## src/logic/eeprom_protect_pkg.sv

```systemverilog
// Purpose: Shared constants, types and decoding for the EEPROM write-protection block
// Assumes: 8-bit address variant, 16-bit words, serial pins oversampled by clk
// Notes: Boundary, flag and lock stand in for non-volatile cells; reset values model a blank part
package eeprom_protect_pkg;

    localparam int unsigned ADDR_W = 8;
    localparam int unsigned DATA_W = 16;
    localparam int unsigned CNT_W = 6;
    localparam int unsigned HDR_W = 10;

    // Clock counts, start bit included
    localparam logic [CNT_W-1:0] HDR_CLOCKS = 6'h0b;
    localparam logic [CNT_W-1:0] WORD_CLOCKS = 6'h1b;
    localparam logic [CNT_W-1:0] CNT_MAX = 6'h3f;

    localparam logic [1:0] OP_EXT = 2'h0;
    localparam logic [1:0] OP_WRITE = 2'h1;
    localparam logic [1:0] OP_READ = 2'h2;
    localparam logic [1:0] OP_CLEAR = 2'h3;
    localparam logic [1:0] SUB_CLR = 2'h0;
    localparam logic [1:0] SUB_BULK = 2'h1;
    localparam logic [1:0] SUB_SET = 2'h3;
    localparam logic [ADDR_W-1:0] ADDR_ONES = 8'hff;
    localparam logic [ADDR_W-1:0] FREEZE_ADDR = 8'h00;

    localparam logic [ADDR_W-1:0] BOUND_RST = 8'hff;
    localparam logic FLAG_RST = 1'b1;

    typedef enum logic [3:0] {
        I_OTHER = 4'h0, I_WL_SET = 4'h1, I_WL_CLR = 4'h2, I_PROG = 4'h3,
        I_BULK = 4'h4, I_READBACK = 4'h5, I_STORE = 4'h6, I_RESET = 4'h7,
        I_UNLOCK = 4'h8, I_FREEZE = 4'h9
    } instr_t;

    typedef enum logic [1:0] {
        PH_IDLE = 2'b00, PH_FRAME = 2'b01, PH_READOUT = 2'b10
    } phase_t;

    typedef enum logic [1:0] {
        PK_WORD = 2'b00, PK_BULK = 2'b01, PK_BOUNDARY = 2'b10
    } prog_kind_t;

    typedef struct packed {
        logic cs;
        logic sclk;
        logic din;
        logic pre;
        logic wen;
    } serial_pins_t;

    typedef struct packed {
        prog_kind_t kind;
        logic [ADDR_W-1:0] addr;
        logic [DATA_W-1:0] data;
    } prog_req_t;

    typedef struct packed {
        phase_t phase;
        logic sclk_prev;
        logic cs_prev;
        logic [CNT_W-1:0] cnt;
        logic [HDR_W-1:0] hdr;
        logic [DATA_W-1:0] data;
        logic wl;
        logic unlock;
        logic [ADDR_W-1:0] bound;
        logic flag;
        logic lock;
        logic busy;
        logic status;
        logic [ADDR_W:0] rd_shift;
        logic rd_bit;
        logic q;
        logic q_oe;
        logic prog_start;
        prog_req_t req;
    } state_t;

    localparam state_t STATE_RST = '{
        phase: PH_IDLE,
        bound: BOUND_RST,
        flag: FLAG_RST,
        req: '{kind: PK_WORD, default: '0},
        default: '0
    };

    function automatic instr_t decode(input logic [HDR_W-1:0] hdr, input logic pre);
        logic [1:0] op;
        logic [ADDR_W-1:0] a;
        op = hdr[9:8];
        a = hdr[7:0];
        decode = I_OTHER;
        if (pre)
        begin
            if (op == OP_READ)
                decode = I_READBACK;
            else if (op == OP_WRITE)
                decode = I_STORE;
            else if (op == OP_CLEAR && a == ADDR_ONES)
                decode = I_RESET;
            else if (op == OP_EXT && a[7:6] == SUB_SET)
                decode = I_UNLOCK;
            else if (op == OP_EXT && a == FREEZE_ADDR)
                decode = I_FREEZE;
        end
        else
        begin
            if (op == OP_WRITE)
                decode = I_PROG;
            else if (op == OP_EXT && a[7:6] == SUB_SET)
                decode = I_WL_SET;
            else if (op == OP_EXT && a[7:6] == SUB_CLR)
                decode = I_WL_CLR;
            else if (op == OP_EXT && a[7:6] == SUB_BULK)
                decode = I_BULK;
        end
    endfunction : decode

endpackage : eeprom_protect_pkg

```

## src/logic/pin_sync.sv

```systemverilog
// Purpose: Two-or-more flop synchroniser for the serial pins
// Assumes: Pins are asynchronous to clk
// Notes: Only the last stage leaves the module
`timescale 1ns/1ns
module pin_sync import eeprom_protect_pkg::*; #(
    parameter int unsigned STAGES = 2
) (
    // Clock and reset
    input wire logic clk,
    input wire logic reset_n,
    // Pins
    input wire serial_pins_t pins_in,
    output serial_pins_t pins_out
);
    localparam int unsigned W = $bits(serial_pins_t);

    if (STAGES < 2)
    begin : g_bad_stages
        $error("pin_sync needs at least two stages");
    end

    logic [STAGES-1:0][W-1:0] chain_q;
    logic [STAGES-1:0][W-1:0] chain_d;

    always_comb
    begin
        chain_d = {chain_q[STAGES-2:0], pins_in};
    end

    always_ff @(posedge clk or negedge reset_n)
    begin
        if (!reset_n)
            chain_q <= '0;
        else
            chain_q <= chain_d;
    end

    assign pins_out = chain_q[STAGES-1];

endmodule : pin_sync

```

## src/logic/boundary_gate.sv

```systemverilog
// Purpose: Address check of a program target against the protection boundary
// Assumes: Boundary and flag come from registers
// Notes: Purely combinational
`timescale 1ns/1ns
module boundary_gate import eeprom_protect_pkg::*; (
    // Target
    input wire logic [ADDR_W-1:0] addr,
    // Protection state
    input wire logic [ADDR_W-1:0] bound,
    input wire logic flag,
    // Result
    output logic blocked
);
    // Flag 1 means no boundary protection at all
    assign blocked = ~flag && (addr >= bound);

endmodule : boundary_gate

```

## src/logic/serial_eeprom_write_protect.sv

```systemverilog
// Purpose: Instruction sequencing and write protection of a serial 16-bit EEPROM
// Assumes: Serial pins oversampled by clk; array reports completion on prog_done
// Notes: Serial clock must be well below clk/4 so every edge is seen
`timescale 1ns/1ns
module serial_eeprom_write_protect import eeprom_protect_pkg::*; (
    // Clock and reset
    input wire logic clk,
    input wire logic reset_n,
    // Serial bus pins, asynchronous
    input wire serial_pins_t pins,
    output logic dout,
    output logic dout_oe,
    // Memory array side
    output logic prog_start,
    output prog_req_t prog_req,
    input wire logic prog_done,
    // Protection status
    output logic [ADDR_W-1:0] boundary,
    output logic protect_flag,
    output logic lock_set,
    output logic busy
);
    serial_pins_t s;
    state_t st_q;
    state_t st_d;
    logic sclk_rise;
    logic cs_fall;
    logic cs_rise;
    logic addr_blocked;
    logic mod_ok;
    logic [HDR_W-1:0] hdr_next;
    instr_t instr;

    // Field slicing and decoding assume these counts; anything else misframes
    if (ADDR_W != 8)
    begin : g_bad_addr
        $error("decoder and constants assume an eight-bit address");
    end

    if (HDR_W != ADDR_W + 2)
    begin : g_bad_hdr
        $error("header width must be op-code plus address");
    end

    if (HDR_CLOCKS != HDR_W + 1)
    begin : g_bad_start
        $error("header count must be header bits plus start bit");
    end

    if (WORD_CLOCKS != HDR_CLOCKS + DATA_W)
    begin : g_bad_word
        $error("word count must be header count plus data bits");
    end

    if (CNT_MAX <= WORD_CLOCKS)
    begin : g_bad_sat
        $error("clock counter too narrow to saturate above a word frame");
    end

    pin_sync #(.STAGES(2)) u_sync (
        .clk(clk),
        .reset_n(reset_n),
        .pins_in(pins),
        .pins_out(s)
    );

    boundary_gate u_gate (
        .addr(st_q.hdr[7:0]),
        .bound(st_q.bound),
        .flag(st_q.flag),
        .blocked(addr_blocked)
    );

    assign sclk_rise = s.sclk & ~st_q.sclk_prev;
    assign cs_fall = ~s.cs & st_q.cs_prev;
    assign cs_rise = s.cs & ~st_q.cs_prev;
    assign hdr_next = {st_q.hdr[HDR_W-2:0], s.din};
    assign instr = (st_q.cnt >= HDR_CLOCKS) ? decode(st_q.hdr, s.pre) : I_OTHER;
    assign mod_ok = st_q.unlock & st_q.wl & s.pre & s.wen & ~st_q.lock;

    always_comb
    begin
        st_d = st_q;
        st_d.prog_start = 1'b0;
        st_d.sclk_prev = s.sclk;
        st_d.cs_prev = s.cs;
        if (st_q.busy && prog_done)
            st_d.busy = 1'b0;
        // Status shows only when chip select rises into a busy cycle
        if (cs_rise && st_q.busy)
            st_d.status = 1'b1;
        if (!s.cs)
            st_d.status = 1'b0;
        // Bus is ignored while a program cycle runs
        if (s.cs && sclk_rise && !st_q.busy)
        begin
            case (st_q.phase)
                PH_IDLE:
                begin
                    if (s.din)
                    begin
                        st_d.phase = PH_FRAME;
                        st_d.cnt = 6'h01;
                        st_d.hdr = '0;
                        st_d.data = '0;
                        st_d.status = 1'b0;
                    end
                end
                PH_FRAME, PH_READOUT:
                begin
                    // Saturate so long noisy frames never wrap to a valid count
                    if (st_q.cnt != CNT_MAX)
                        st_d.cnt = st_q.cnt + 6'h01;
                    if (st_q.cnt < HDR_CLOCKS)
                        st_d.hdr = hdr_next;
                    else if (st_q.cnt < WORD_CLOCKS)
                        st_d.data = {st_q.data[DATA_W-2:0], s.din};
                    if (st_q.phase == PH_READOUT)
                    begin
                        st_d.rd_bit = st_q.rd_shift[ADDR_W];
                        st_d.rd_shift = {st_q.rd_shift[ADDR_W-1:0], 1'b0};
                    end
                    else if (st_q.cnt == HDR_CLOCKS - 6'h01 && s.pre
                             && hdr_next[9:8] == OP_READ)
                    begin
                        st_d.phase = PH_READOUT;
                        st_d.rd_bit = 1'b0;
                        st_d.rd_shift = {st_q.bound, st_q.flag};
                    end
                end
                default:
                    st_d.phase = PH_IDLE;
            endcase
        end
        if (cs_fall && st_q.phase != PH_IDLE)
        begin
            st_d.phase = PH_IDLE;
            st_d.unlock = 1'b0;
            case (instr)
                I_WL_SET:
                    st_d.wl = 1'b1;
                I_WL_CLR:
                    st_d.wl = 1'b0;
                I_UNLOCK:
                begin
                    // Flag left alone on purpose
                    if (st_q.wl && s.pre && s.wen)
                        st_d.unlock = 1'b1;
                end
                I_STORE:
                begin
                    if (mod_ok && st_q.cnt == HDR_CLOCKS)
                    begin
                        st_d.bound = st_q.hdr[7:0];
                        st_d.flag = 1'b0;
                        st_d.prog_start = 1'b1;
                        st_d.busy = 1'b1;
                        st_d.req = '{kind: PK_BOUNDARY, addr: st_q.hdr[7:0], data: '0};
                    end
                end
                I_RESET:
                begin
                    if (mod_ok && st_q.cnt == HDR_CLOCKS)
                    begin
                        st_d.bound = ADDR_ONES;
                        st_d.flag = 1'b1;
                        st_d.prog_start = 1'b1;
                        st_d.busy = 1'b1;
                        st_d.req = '{kind: PK_BOUNDARY, addr: ADDR_ONES, data: '0};
                    end
                end
                I_FREEZE:
                begin
                    if (mod_ok)
                    begin
                        st_d.lock = 1'b1;
                        st_d.prog_start = 1'b1;
                        st_d.busy = 1'b1;
                        st_d.req = '{kind: PK_BOUNDARY, addr: st_q.bound, data: '0};
                    end
                end
                I_PROG:
                begin
                    if (st_q.wl && s.wen && st_q.cnt == WORD_CLOCKS
                        && !addr_blocked)
                    begin
                        st_d.prog_start = 1'b1;
                        st_d.busy = 1'b1;
                        st_d.req = '{kind: PK_WORD, addr: st_q.hdr[7:0], data: st_q.data};
                    end
                end
                I_BULK:
                begin
                    // Whole-array write only with boundary protection cleared
                    if (st_q.wl && s.wen && st_q.cnt == WORD_CLOCKS && st_q.flag)
                    begin
                        st_d.prog_start = 1'b1;
                        st_d.busy = 1'b1;
                        st_d.req = '{kind: PK_BULK, addr: '0, data: st_q.data};
                    end
                end
                default:
                    st_d.unlock = 1'b0;
            endcase
        end
        st_d.q_oe = s.cs && ((st_d.phase == PH_READOUT)
                             || (st_d.status && !st_d.lock));
        st_d.q = (st_d.phase == PH_READOUT) ? st_d.rd_bit : ~st_d.busy;
    end

    always_ff @(posedge clk or negedge reset_n)
    begin
        if (!reset_n)
            st_q <= STATE_RST;
        else
            st_q <= st_d;
    end

    assign dout = st_q.q;
    assign dout_oe = st_q.q_oe;
    assign prog_start = st_q.prog_start;
    assign prog_req = st_q.req;
    assign boundary = st_q.bound;
    assign protect_flag = st_q.flag;
    assign lock_set = st_q.lock;
    assign busy = st_q.busy;
endmodule : serial_eeprom_write_protect

```

## config.mk

```make
export PLATFORM = sky130hd
export DESIGN_NAME = serial_eeprom_write_protect
export DESIGN_NICKNAME = d
export VERILOG_FILES = /design/src/logic/eeprom_protect_pkg.sv /design/src/logic/pin_sync.sv /design/src/logic/boundary_gate.sv /design/src/logic/serial_eeprom_write_protect.sv
export SDC_FILE = /design/constraint.sdc
export NUM_CORES = 1
export LEC_CHECK = 0
export BUFFER_PORTS_ARGS = -buffer_cell sky130_fd_sc_hd__buf_2
export CAP_MARGIN = 5
export CORE_UTILIZATION = 30
export DETAILED_ROUTE_END_ITERATION = 12
export MAX_ROUTING_LAYER = met4
export PLACE_DENSITY = 0.52
export SYNTH_ARGS = -nofsm -noshare
export SYNTH_HDL_FRONTEND = slang
export SYNTH_SLANG_ARGS = --single-unit
export TNS_END_PERCENT = 1
```

## constraint.sdc

```tcl
create_clock -name clk -period 6.3 [get_ports clk]
set_clock_uncertainty 0.1 [all_clocks]
set_input_delay 0.315 -clock clk [delete_from_list [all_inputs] [get_ports clk]]
set_output_delay 0.315 -clock clk [all_outputs]
set_load 0.03 [all_outputs]
```

After elaboration in Yosys (flattened, before gate mapping)
Index checks and enable logic that the tools add are counted.
W data, S select, Z words.
{ "totals": {"reg_bits": 99, "in_bits": 8, "out_inout_bits": 40, "elab_cells": 171} }
{ "op_classes": {"add_sub_neg": 1, "magnitude_cmp": 4, "eq_ne": 32, "n_mux": 53, "n_bitwise": 13, "n_reduce_logical": 45} }
{ "op_table": {"columns": ["op", "count"], "rows": [
  ["$mux W27", 6],
  ["$pmux W27 S5", 1],
  ["$pmux W32 S2", 1],
  ["$mux W10", 4],
  ["$mux W16", 2],
  ["$mux W32", 1],
  ["$mux W4", 7],
  ["$logic_and A1 B1 Y1", 22],
  ["$mux W9", 2],
  ["$ne A2 B2 Y1 const B", 9],
  ["$pmux W9 S2", 1],
  ["$mux W2", 7],
  ["$eq A2 B2 Y1 const B", 6],
  ["$eq A4 B3 Y1 const B", 3],
  ["$eq A6 B4 Y1 const B", 2],
  ["$mux W1", 12],
  ["$mux W3", 4],
  ["$reduce_and A4 Y1", 3],
  ["$mux W11", 1],
  ["$reduce_bool A2 Y1", 5],
  ["$eq A4 B2 Y1 const B", 2],
  ["$eq A4 B4 Y1 const B", 2],
  ["$eq A8 B8 Y1 const B", 1],
  ["$ge A8 B8 Y1", 1],
  ["other kinds (25)", 43]
]} }

Longest topological paths before layout
Gate-level depths: netlist (run 1).
{ "logic_depth": {"word_depth": 17, "mapped_depth": 10, "ltp_nobuf": 9} }

Modules after synthesis
Synthesis (run 1) repeated with hierarchy kept, for this count alone.
{ "hier_totals": {"cells_unflattened": 515, "hier_area_um2": 5051.1} }
{ "modules_own_cells": {"columns": ["mod", "n_inst", "cells_each", "area_per_inst_um2", "seq_area_each_um2"], "rows": [
  ["serial_eeprom_write_protect", 1, 479, 4609.4, 2238.4],
  ["pin_sync", 1, 10, 250.2, 250.2],
  ["boundary_gate", 1, 26, 191.4, 0.0]
]} }

Least setup slack after synthesis (run 1)
Ideal clock, no wire load.
{ "synth_timing": {"path_kind": "reg2reg", "startpoint": "register st_q (netlist bit hdr_next[7])", "endpoint": "register st_q (netlist bit prog_req[22])", "setup_ns": 0.128, "arrival_ns": 3.044, "t_required_ns": 6.072, "path_slack_ns": 3.029, "path_stages_with_launch": 10, "period_less_slack_ns": 3.271, "cell_sequence": "dfrtp_1 -> buf_6 -> or4_4 -> nor2_2 -> a211oi_2 -> or4_4 -> o31a_1 -> a221oi_4 -> buf_6 -> mux2_1"} }
{ "synth_between": {"elab_chain_cells": 12} }
{ "synth_rtl": {"columns": ["element", "line_no", "source"], "rows": [
  ["start: declaration", "serial_eeprom_write_protect.sv:24", "state_t st_q;"],
  ["start signal: assignment", "serial_eeprom_write_protect.sv:216", "st_q <= st_d;"],
  ["$logic_not A8 Y1", "eeprom_protect_pkg.sv:103", "else if (op == OP_EXT && a == FREEZE_ADDR)"],
  ["$logic_and A1 B1 Y1", "eeprom_protect_pkg.sv:103", null],
  ["$mux W4", "eeprom_protect_pkg.sv:103", null],
  ["$mux W4", "eeprom_protect_pkg.sv:101", "else if (op == OP_EXT && a[7:6] == SUB_SET)"],
  ["$mux W4", "eeprom_protect_pkg.sv:99", "else if (op == OP_CLEAR && a == ADDR_ONES)"],
  ["$mux W4", "eeprom_protect_pkg.sv:97", "else if (op == OP_WRITE)"],
  ["$mux W4", "eeprom_protect_pkg.sv:95", "if (op == OP_READ)"],
  ["$mux W4", "eeprom_protect_pkg.sv:93", "if (pre)"],
  ["$mux W4", "serial_eeprom_write_protect.sv:78", "assign instr = (st_q.cnt >= HDR_CLOCKS) ? decode(st_q.hdr, s.pre) : I_OTHER;"],
  ["$eq A4 B3 Y1, or another cell as far along", "serial_eeprom_write_protect.sv:139", "case (instr)"],
  ["$reduce_bool A5 Y1 (no line) or $ne A2 B2 Y1 (tied branches)", null, null],
  ["$reduce_and A7 Y1 (no line)", null, null]
]} }
Parallel ways exist; a longest one is shown, timed or not. The select of a mux whose other input is x is not followed.
A chain may end at the register's enable or synchronous reset.

Final worst setup path (run 1)
{ "layout_timing": {"startpoint": "register st_q (netlist bit hdr_next[6])", "endpoint": "register st_q (netlist bit prog_req[16])"} }
The elaborated chain is that of the path after synthesis.

==> flow_summary.yaml, run 1 <==
outcome:
  status: "completed"
critical_path:
  crit_required_ps: 6440
  critPathSlowestCell: "nor2_1"
  crit_chain: "or4_1 -> nor2_2 -> a211oi_2 -> nor2_1 -> nand3_1 -> a221oi_4 -> buf_4 -> mux2_2"
  startpoint_type: "flip-flop"
  crit_type: "flip-flop to flip-flop"
  critPathMaxFanout: 25
  r2r_end: "prog_req[16]$_DFFE_PN0P_"
  reg2reg_depth: 8
  timing.rr.start: "hdr_next[6]$_DFFE_PN0P_"
  r2r_slack_ps: 2510
  cp.arrival_ps: 3930
  endpoint_kind: "flip-flop"
  max_stage_delay_ps: 760
cts:
  cts_tree: "done"
  cts_buffers: 9
  insertion_delay_ps: 350
  cts_buffer_depth: 2
  clk_pin_slew_ps: 60
  cts-root-buf: "clkbuf_16"
  postCtsSetupBuffers: 0
  cts.sinks: 99
  htreeDepth: 3
detailed_routing:
  drc_errors: 0
  wl_microns: 10900
  drt-initial-drc-count: 178
  ant_nets: 0
  drt-wirelength-per-cell_microns: 14.6
  via_per_inst: 4.88
  dr.pass1.iters: 4
  via_count: 3638
pwr:
  total_power_mw: 1.48
  powerDensity_mw_per_mm2: 267
  switching_power_mw: 0.431
  seq_power_share: 0.485
  p_int_mw: 1.05
  share_comb_of_total_power: 0.163
  p_leak_nw: 2.36
  switching_share: 0.292
  peakVddDrop_v: 0.000158
  p_clk_frac: 0.352
place:
  place_hpwl_microns: 7710
  port_buffers: 47
  routabilityCongestion: 0.801
yosys:
  ys_seq_area_frac: 0.496
  yosysWarningCount: 0
  synth-main-ff-cell: "dfrtp_1"
  async_flop_share: 1.00
  avgSynthCellArea_sq_um: 9.76
  ys_seq_elements: 99
  postSynthNetCount: 535
  synth_edf_count: 0
  synthCells: 514
  netlist_area_sq_mm: 0.00502
  ys_types: 56
sta:
  worst_slew_pin_slew_ps: 939
  fin_crit_sh: 0.602
  hold_viol: 0
  maxSlewViolCount: 0
  slew_headroom: 0.372
  max_clock_freq_mhz: 264
  period_needed_ps: 3790
  tns_ps: 0
  finalSetupViolations: 0
  rsz0062_at_grt: "no"
cells_and_area:
  multiInputGateArea_sq_mm: 0.00204
  diodes: 0
  area_growth_pct: 10.3
  layout.nets: 545
  final_cell_mix: "nand2_1, dfrtp_1, o21ai_0"
  layout-drive-gt1-share: 0.187
  seq_area_sq_mm: 0.00249
  fillCellCount: 1668
grt:
  grt-busiest-layer: "met2"
  overflow: 0
  grt_pass1_vias: 3726
  gr-usage-met3: 0.0374
  grtUsageMet2: 0.213
  grt_max_degree: 53
  grt_pass1_wl_microns: 18700
  antenna_found_initial: 0
  grt.met1_usage: 0.177
  grt_util_all_layers: 0.139
worst_hold_path:
  holdPathEnd: "u_sync.pins_out[4]$_DFF_PN0_"
  min_from: "u_sync.chain_d[9]$_DFF_PN0_"
  hp-class: "flip-flop to flip-flop"
  hold_depth: 0
die:
  die_w_microns: 131
  initial_core_util: 0.311
  core_sq_mm: 0.0161
  fp-row-count: 46
  die-height_microns: 131
  die_area_sq_mm: 0.0172
  num_io_pins: 48
job:
  drv_cap: 0
## per-layer routing
metal | part of all wire | vias to the layer above | routed length, microns
met5 | 0 | - | 0
met4 | 0.012 | 0 | 133
met3 | 0.049 | 8 | 532
met2 | 0.46 | 76 | 4960
met1 | 0.48 | 1769 | 5270
li1 | - | 1785 | -
## cell families after synthesis
group	count (synthesis)	share of synthesized area
simple gates	154	0.141
flops	99	0.496
compound gates	128	0.171
fa+ha+maj	13	0.0324
buf+inv	91	0.0985
mux	28	0.0586
xor+xnor	1	0.00175
## registers in the layout, indices dropped and copies added, names as in the netlist
register         flops
lock_set             1
protect_flag         1
prog_start           1
hdr_next             9
dout_oe              1
u_sync.chain_d       5
st_q                40
u_sync.pins_out      5
prog_req            26
dout                 1
boundary             8
busy                 1
## cells in the mapped netlist (5+ instances only)
| cell type | count | area share |
|---|---|---|
| buf_4 | 34 | 0.051 |
| mux2_2 | 10 | 0.022 |
| nor2_1 | 18 | 0.013 |
| ha_1 | 13 | 0.032 |
| a22oi_1 | 16 | 0.024 |
| and2_1 | 5 | 0.0062 |
| nor3_1 | 7 | 0.0070 |
| nand2_1 | 90 | 0.067 |
| inv_1 | 33 | 0.025 |
| clkbuf_1 | 18 | 0.013 |
| mux2i_1 | 17 | 0.034 |
| o21ai_0 | 57 | 0.057 |
| o31ai_1 | 9 | 0.013 |
| a21oi_1 | 7 | 0.0070 |
| a32o_1 | 8 | 0.016 |
| dfrtp_1 | 90 | 0.45 |
| dfstp_2 | 9 | 0.047 |
## layout make-up
class	count	share of cell area
clock buffers	12	0.0464
clock inverters	4	0.00452
inverters	33	0.0224
multi-input cells	324	0.369
flip-flops and latches	99	0.450
well taps	216	0.0489
repair buffers	57	0.0593
## per-stage QoR
step                hold WS [ps]   util  instances  instance area [sq um]  setup slack (ps)
floorplan                  -80.6      -        514                   5020              3030
global placement             235  0.322        723                   5190              2580
detailed placement           236  0.322        723                   5190              2470
CTS                          250  0.343        745                   5530              2460
global route                 253  0.343        745                   5530              2310
finish                       247  0.343        745                   5530              2510
## critical path: cells and delay by family (launching register included)
kind	cells	cell delay, ps
multiplexers	1	380
flip-flops	1	450
buffers and inverters	1	410
AND/OR/NAND/NOR	4	1760
AO/OA/AOI/OAI	2	550
## power groups by stage
stage | Sequential [mW] | Combinational [mW] | Clock [mW]
2_1_floorplan | 0.714 | 0.178 | 0
3_3_place_gp | 0.725 | 0.235 | 0
3_5_place_dp | 0.728 | 0.242 | 0
4_1_cts | 0.717 | 0.245 | 0.541
5_1_grt | 0.724 | 0.275 | 0.565
6_report | 0.717 | 0.241 | 0.521
## timing repair
item	CTS	global route
endpoints found under the hold margin	47	0
resized for setup	0	0
endpoints found under the setup margin	0	0
hold buffers	6	0
## how the worst max path moves through the flow
| stage | start | to | slack, ps | depth (start not counted) |
|---|---|---|---|---|
| after floorplan | hdr_next[7]$_DFFE_PN0P_ | prog_req[22]$_DFFE_PN0P_ | 3030 | 9 |
| after global placement | hdr_next[6]$_DFFE_PN0P_ | prog_req[16]$_DFFE_PN0P_ | 2580 | 8 |
| after detailed placement | hdr_next[6]$_DFFE_PN0P_ | prog_req[23]$_DFFE_PN0P_ | 2470 | 8 |
| after CTS | hdr_next[6]$_DFFE_PN0P_ | prog_req[25]$_DFFE_PN0P_ | 2460 | 8 |
| after global routing | hdr_next[6]$_DFFE_PN0P_ | prog_req[17]$_DFFE_PN0P_ | 2310 | 8 |
| final | hdr_next[6]$_DFFE_PN0P_ | prog_req[16]$_DFFE_PN0P_ | 2510 | 8 |
No activity file was read; power rests on OpenSTA's default activity.
==> inputs of run 2 (changes only) <==
==> constraint.sdc (replaced) <==
create_clock -name clk -period 3.92 [get_ports clk]
set_clock_uncertainty 0.1 [all_clocks]
set_input_delay 0.196 -clock clk [delete_from_list [all_inputs] [get_ports clk]]
set_output_delay 0.196 -clock clk [all_outputs]
set_load 0.03 [all_outputs]
==> run 2 against run 1 <==
Compared with the run above: non-clock buffer count rose by 4; die area is the same; design area grew 0.75%; global-route usage increased by 0.24 points.
==> flow_summary.yaml, run 2 (same netlist as run 1, synthesis figures left out) <==
sta:
  tns_ps: 0
  max_clock_freq_mhz: 291
  finalSetupViolations: 0
  hold_viol: 0
  period_needed_ps: 3440
  slew_headroom: 0.284
  fin_crit_sh: 0.877
  worst_slew_pin_slew_ps: 1070
  maxSlewViolCount: 0
  rsz0062_at_grt: "no"
die:
  fp-row-count: 46
  core_sq_mm: 0.0161
  die_w_microns: 131
  initial_core_util: 0.311
  die-height_microns: 131
  num_io_pins: 48
  die_area_sq_mm: 0.0172
critical_path:
  critPathMaxFanout: 22
  startpoint_type: "flip-flop"
  r2r_slack_ps: 480
  endpoint_kind: "flip-flop"
  crit_required_ps: 4050
  cp.arrival_ps: 3570
  crit_type: "flip-flop to flip-flop"
detailed_routing:
  drt-wirelength-per-cell_microns: 14.7
  drt-initial-drc-count: 202
  dr.pass1.iters: 4
  ant_nets: 0
  via_count: 3642
  drc_errors: 0
  wl_microns: 11000
  via_per_inst: 4.86
place:
  place_hpwl_microns: 7740
  postPlaceCellArea_sq_mm: 0.00522
  routabilityCongestion: 0.813
  port_buffers: 47
  placedCellCount: 727
cts:
  cts_hold_buf: 6
  postCtsSetupBuffers: 0
  cts.sinks: 99
  clk_pin_slew_ps: 70
  cts_buffers: 9
  cts_tree: "done"
  cts-root-buf: "clkbuf_16"
  post_cts_resized: 0
  cts_buffer_depth: 2
  htreeDepth: 3
  insertion_delay_ps: 350
cells_and_area:
  design_area_sq_mm: 0.00557
  area_growth_pct: 11.1
  layout-drive-gt1-share: 0.195
  layout.nets: 549
  diodes: 0
  top_register: "st_q"
  fin_cells: 749
  largest_register_ffs: 40
  final_cell_mix: "nand2_1, dfrtp_1, o21ai_0"
worst_hold_path:
  hp-class: "input pin to flip-flop"
pwr:
  powerDensity_mw_per_mm2: 436
  p_leak_nw: 2.40
  peakVddDrop_v: 0.000246
grt:
  grt_pass1_wl_microns: 18900
  grt_max_degree: 84
  grt_pass1_vias: 3599
  overflow: 0
  grt_util_all_layers: 0.142
  antenna_found_initial: 0
job:
  drv_cap: 0
outcome:
  status: "completed"
==> run 2: worst max-delay path: stages, from the launching register on <==
cell and delay, ps:
dfrtp_1 500, or4_4 560, nor2_2 140, a211oi_2 140
or4_4 590, o31a_1 290, a221oi_4 240, buf_4 370
mux2_2 380
==> run 2: layout make-up <==
| cell class | count | area (sq um) |
|---|---|---|
| fillers | 1670 | 10500 |
| flip-flops and latches | 99 | 2490 |
| multi-input cells | 324 | 2040 |
| repair buffers | 61 | 358 |
| well taps | 216 | 270 |
| clock buffers | 9 | 225 |
| inverters | 33 | 124 |
| clock inverters | 7 | 67.6 |
==> run 2: layer usage <==
| layer | GRT usage | vias up | share of wire |
|---|---|---|---|
| li1 | - | 1786 | - |
| met1 | 0.186 | 1783 | 0.49 |
| met2 | 0.212 | 59 | 0.46 |
| met3 | 0.0401 | 14 | 0.037 |
| met4 | 0.0413 | 0 | 0.014 |
| met5 | - | - | 0 |
==> run 2: final timing paths <==
check / startpoint / to / depth (start not counted)
max in group asynchronous: reset_n / prog_req[6]$_DFFE_PN0P_ / 3
min in group asynchronous: reset_n / u_sync.pins_out[3]$_DFF_PN0_ / 2
max: hdr_next[7]$_DFFE_PN0P_ / prog_req[17]$_DFFE_PN0P_ / 8
max reg2reg: hdr_next[7]$_DFFE_PN0P_ / prog_req[17]$_DFFE_PN0P_ / 8
min: prog_done / dout$_DFF_PN0_ / 3
min reg2reg: u_sync.chain_d[7]$_DFF_PN0_ / u_sync.pins_out[2]$_DFF_PN0_ / 0
==> run 2: power breakdown <==
part | switching (mW) | internal (mW) | leakage (nW) | total, mW
sequential | 0.0734 | 1.08 | 1.30 | 1.15
clock | 0.389 | 0.493 | 0.149 | 0.882
combinational | 0.252 | 0.140 | 0.951 | 0.392
total | 0.715 | 1.71 | 2.40 | 2.43
==> run 2: through the flow <==
| stage | hold WS, ps | utilization | setup WS [ps] | power (mW) |
|---|---|---|---|---|
| after floorplan | -200 | - | 649 | 1.43 |
| after global placement | 210 | 0.324 | 551 | 1.54 |
| after detailed placement | 210 | 0.324 | 484 | 1.56 |
| after CTS | 151 | 0.346 | 461 | 2.47 |
| after global routing | 165 | 0.346 | 314 | 2.58 |
| final | 152 | 0.346 | 484 | 2.43 |
==> inputs of run 3 (changes only) <==
==> constraint.sdc (replaced) <==
create_clock -name clk -period 3.9 [get_ports clk]
set_clock_uncertainty 0.1 [all_clocks]
set_input_delay 0.195 -clock clk [delete_from_list [all_inputs] [get_ports clk]]
set_output_delay 0.195 -clock clk [all_outputs]
set_load 0.03 [all_outputs]
==> run 3 against run 2 <==
Compared with the run above: worst hold slack worse by 7.5 ps; critical path depth unchanged; sequential share of layout area shrank 0.070 points; via count rose by 0.74%; setup slack got worse by 13 ps; fmax grew 0.19%; critical endpoint is now prog_req[19]$_DFFE_PN0P_; flip-flop and latch count did not move; design area grew 0.16%; die area unchanged; first-iteration DRC count fell by 5.4%.
==> flow_summary.yaml, run 3 (same netlist as run 1, synthesis figures left out) <==
outcome:
  status: "completed"
sta:
  rsz0062_at_grt: "no"
  fin_crit_sh: 0.879
  period_needed_ps: 3430
  maxSlewViolCount: 0
  tns_ps: 0
  max_clock_freq_mhz: 292
  worst_slew_pin_slew_ps: 1070
  slew_headroom: 0.288
  finalSetupViolations: 0
  hold_viol: 0
die:
  core_sq_mm: 0.0161
  die-height_microns: 131
  die_area_sq_mm: 0.0172
  die_w_microns: 131
  fp-row-count: 46
  num_io_pins: 48
  initial_core_util: 0.311
critical_path:
  cp_num_buf_inv: 1
  critPathSlowestCell: "or4_4"
  startpoint_type: "flip-flop"
  critPathMaxFanout: 22
  endpoint_kind: "flip-flop"
  crit_type: "flip-flop to flip-flop"
  cpLargestDelayFamily: "simple AND/OR/NAND/NOR gates"
  max_stage_delay_ps: 600
  cp.arrival_ps: 3570
  crit_required_ps: 4040
  crit_chain: "or4_1 -> nor2_2 -> a211oi_2 -> or4_4 -> o31a_1 -> a221oi_4 -> buf_4 -> mux2_2"
cells_and_area:
  design_area_sq_mm: 0.00558
  final_cell_mix: "nand2_1, dfrtp_1, o21ai_0"
  layout-drive-gt1-share: 0.194
  largest_register_ffs: 40
  layout.nets: 549
  area_growth_pct: 11.2
  top_register: "st_q"
  diodes: 0
  utilization: 0.346
detailed_routing:
  via_per_inst: 4.91
  drc_errors: 0
  drt-initial-drc-count: 191
  ant_nets: 0
  dr.pass1.iters: 4
  wl_microns: 11200
  via_count: 3669
  drt-wirelength-per-cell_microns: 15.0
grt:
  overflow: 0
  grt_pass1_wl_microns: 19000
  grt_pass1_vias: 3725
  antenna_found_initial: 0
  grt_max_degree: 85
  grt_util_all_layers: 0.143
place:
  port_buffers: 47
  postPlaceCellArea_sq_mm: 0.00522
  routabilityCongestion: 0.813
  place_hpwl_microns: 7760
worst_hold_path:
  hp-class: "input pin to flip-flop"
pwr:
  total_power_mw: 2.47
  p_leak_nw: 2.40
  powerDensity_mw_per_mm2: 442
  peakVddDrop_v: 0.000223
cts:
  insertion_delay_ps: 350
  postCtsSetupBuffers: 0
  post_cts_resized: 0
  cts_buffers: 9
  htreeDepth: 3
  cts.sinks: 99
  clk_pin_slew_ps: 60
  cts-root-buf: "clkbuf_16"
  cts_tree: "done"
  cts_buffer_depth: 2
job:
  drv_cap: 0
==> run 3: worst register-to-register path, cell delays in order (launching register included) <==
cell	delay, ps
dfrtp_1	440
or4_1	570
nor2_2	160
a211oi_2	140
or4_4	600
o31a_1	290
a221oi_4	260
buf_4	380
mux2_2	380
==> run 3: final timing paths <==
| path | start | end | slack, ps | cells past startpoint |
|---|---|---|---|---|
| max in group asynchronous | reset_n | st_q[62]$_DFFE_PN0P_ | 2370 | 3 |
| setup / recovery | hdr_next[6]$_DFFE_PN0P_ | prog_req[19]$_DFFE_PN0P_ | 470 | 8 |
| min in group asynchronous | reset_n | u_sync.pins_out[3]$_DFF_PN0_ | 480 | 2 |
| hold reg to reg | u_sync.chain_d[7]$_DFF_PN0_ | u_sync.pins_out[2]$_DFF_PN0_ | 240 | 0 |
| setup reg to reg | hdr_next[6]$_DFFE_PN0P_ | prog_req[19]$_DFFE_PN0P_ | 470 | 8 |
| hold / removal | prog_done | dout$_DFF_PN0_ | 140 | 3 |
==> run 3: routing by layer <==
metal	vias to the layer above	share of wire	track usage
li1	1797	-	-
met1	1783	0.48	0.179
met2	77	0.46	0.219
met3	12	0.048	0.0340
met4	0	0.018	0.0627
met5	-	0	-
==> run 3: layout make-up <==
class / instances / area [sq um]
clock inverter: 4 / 48.8
inverter: 33 / 124
multi-input combinational: 324 / 2040
sequential: 99 / 2490
timing repair buffer: 61 / 358
fill: 1677 / 10500
tap: 216 / 270
clock buffer: 11 / 253
==> run 3: timing repair <==
| action | CTS | global route |
|---|---|---|
| hold endpoints to repair | 40 | 0 |
| setup endpoints to repair | 0 | 0 |
| hold buffers | 6 | 0 |
==> run 3: metrics by stage <==
step / instances / hold WS [ps] / setup WS [ps]
after floorplan: 514 / -201 / 629
after global placement: 727 / 209 / 517
after detailed placement: 727 / 210 / 471
after CTS: 748 / 135 / 453
after global routing: 748 / 191 / 304
final: 748 / 144 / 471
==> run 3: where the power goes <==
group          switching [mW]  leakage (nW)  internal, mW
clock network           0.384         0.152         0.529
registers              0.0745          1.30          1.09
logic                   0.254         0.951         0.141
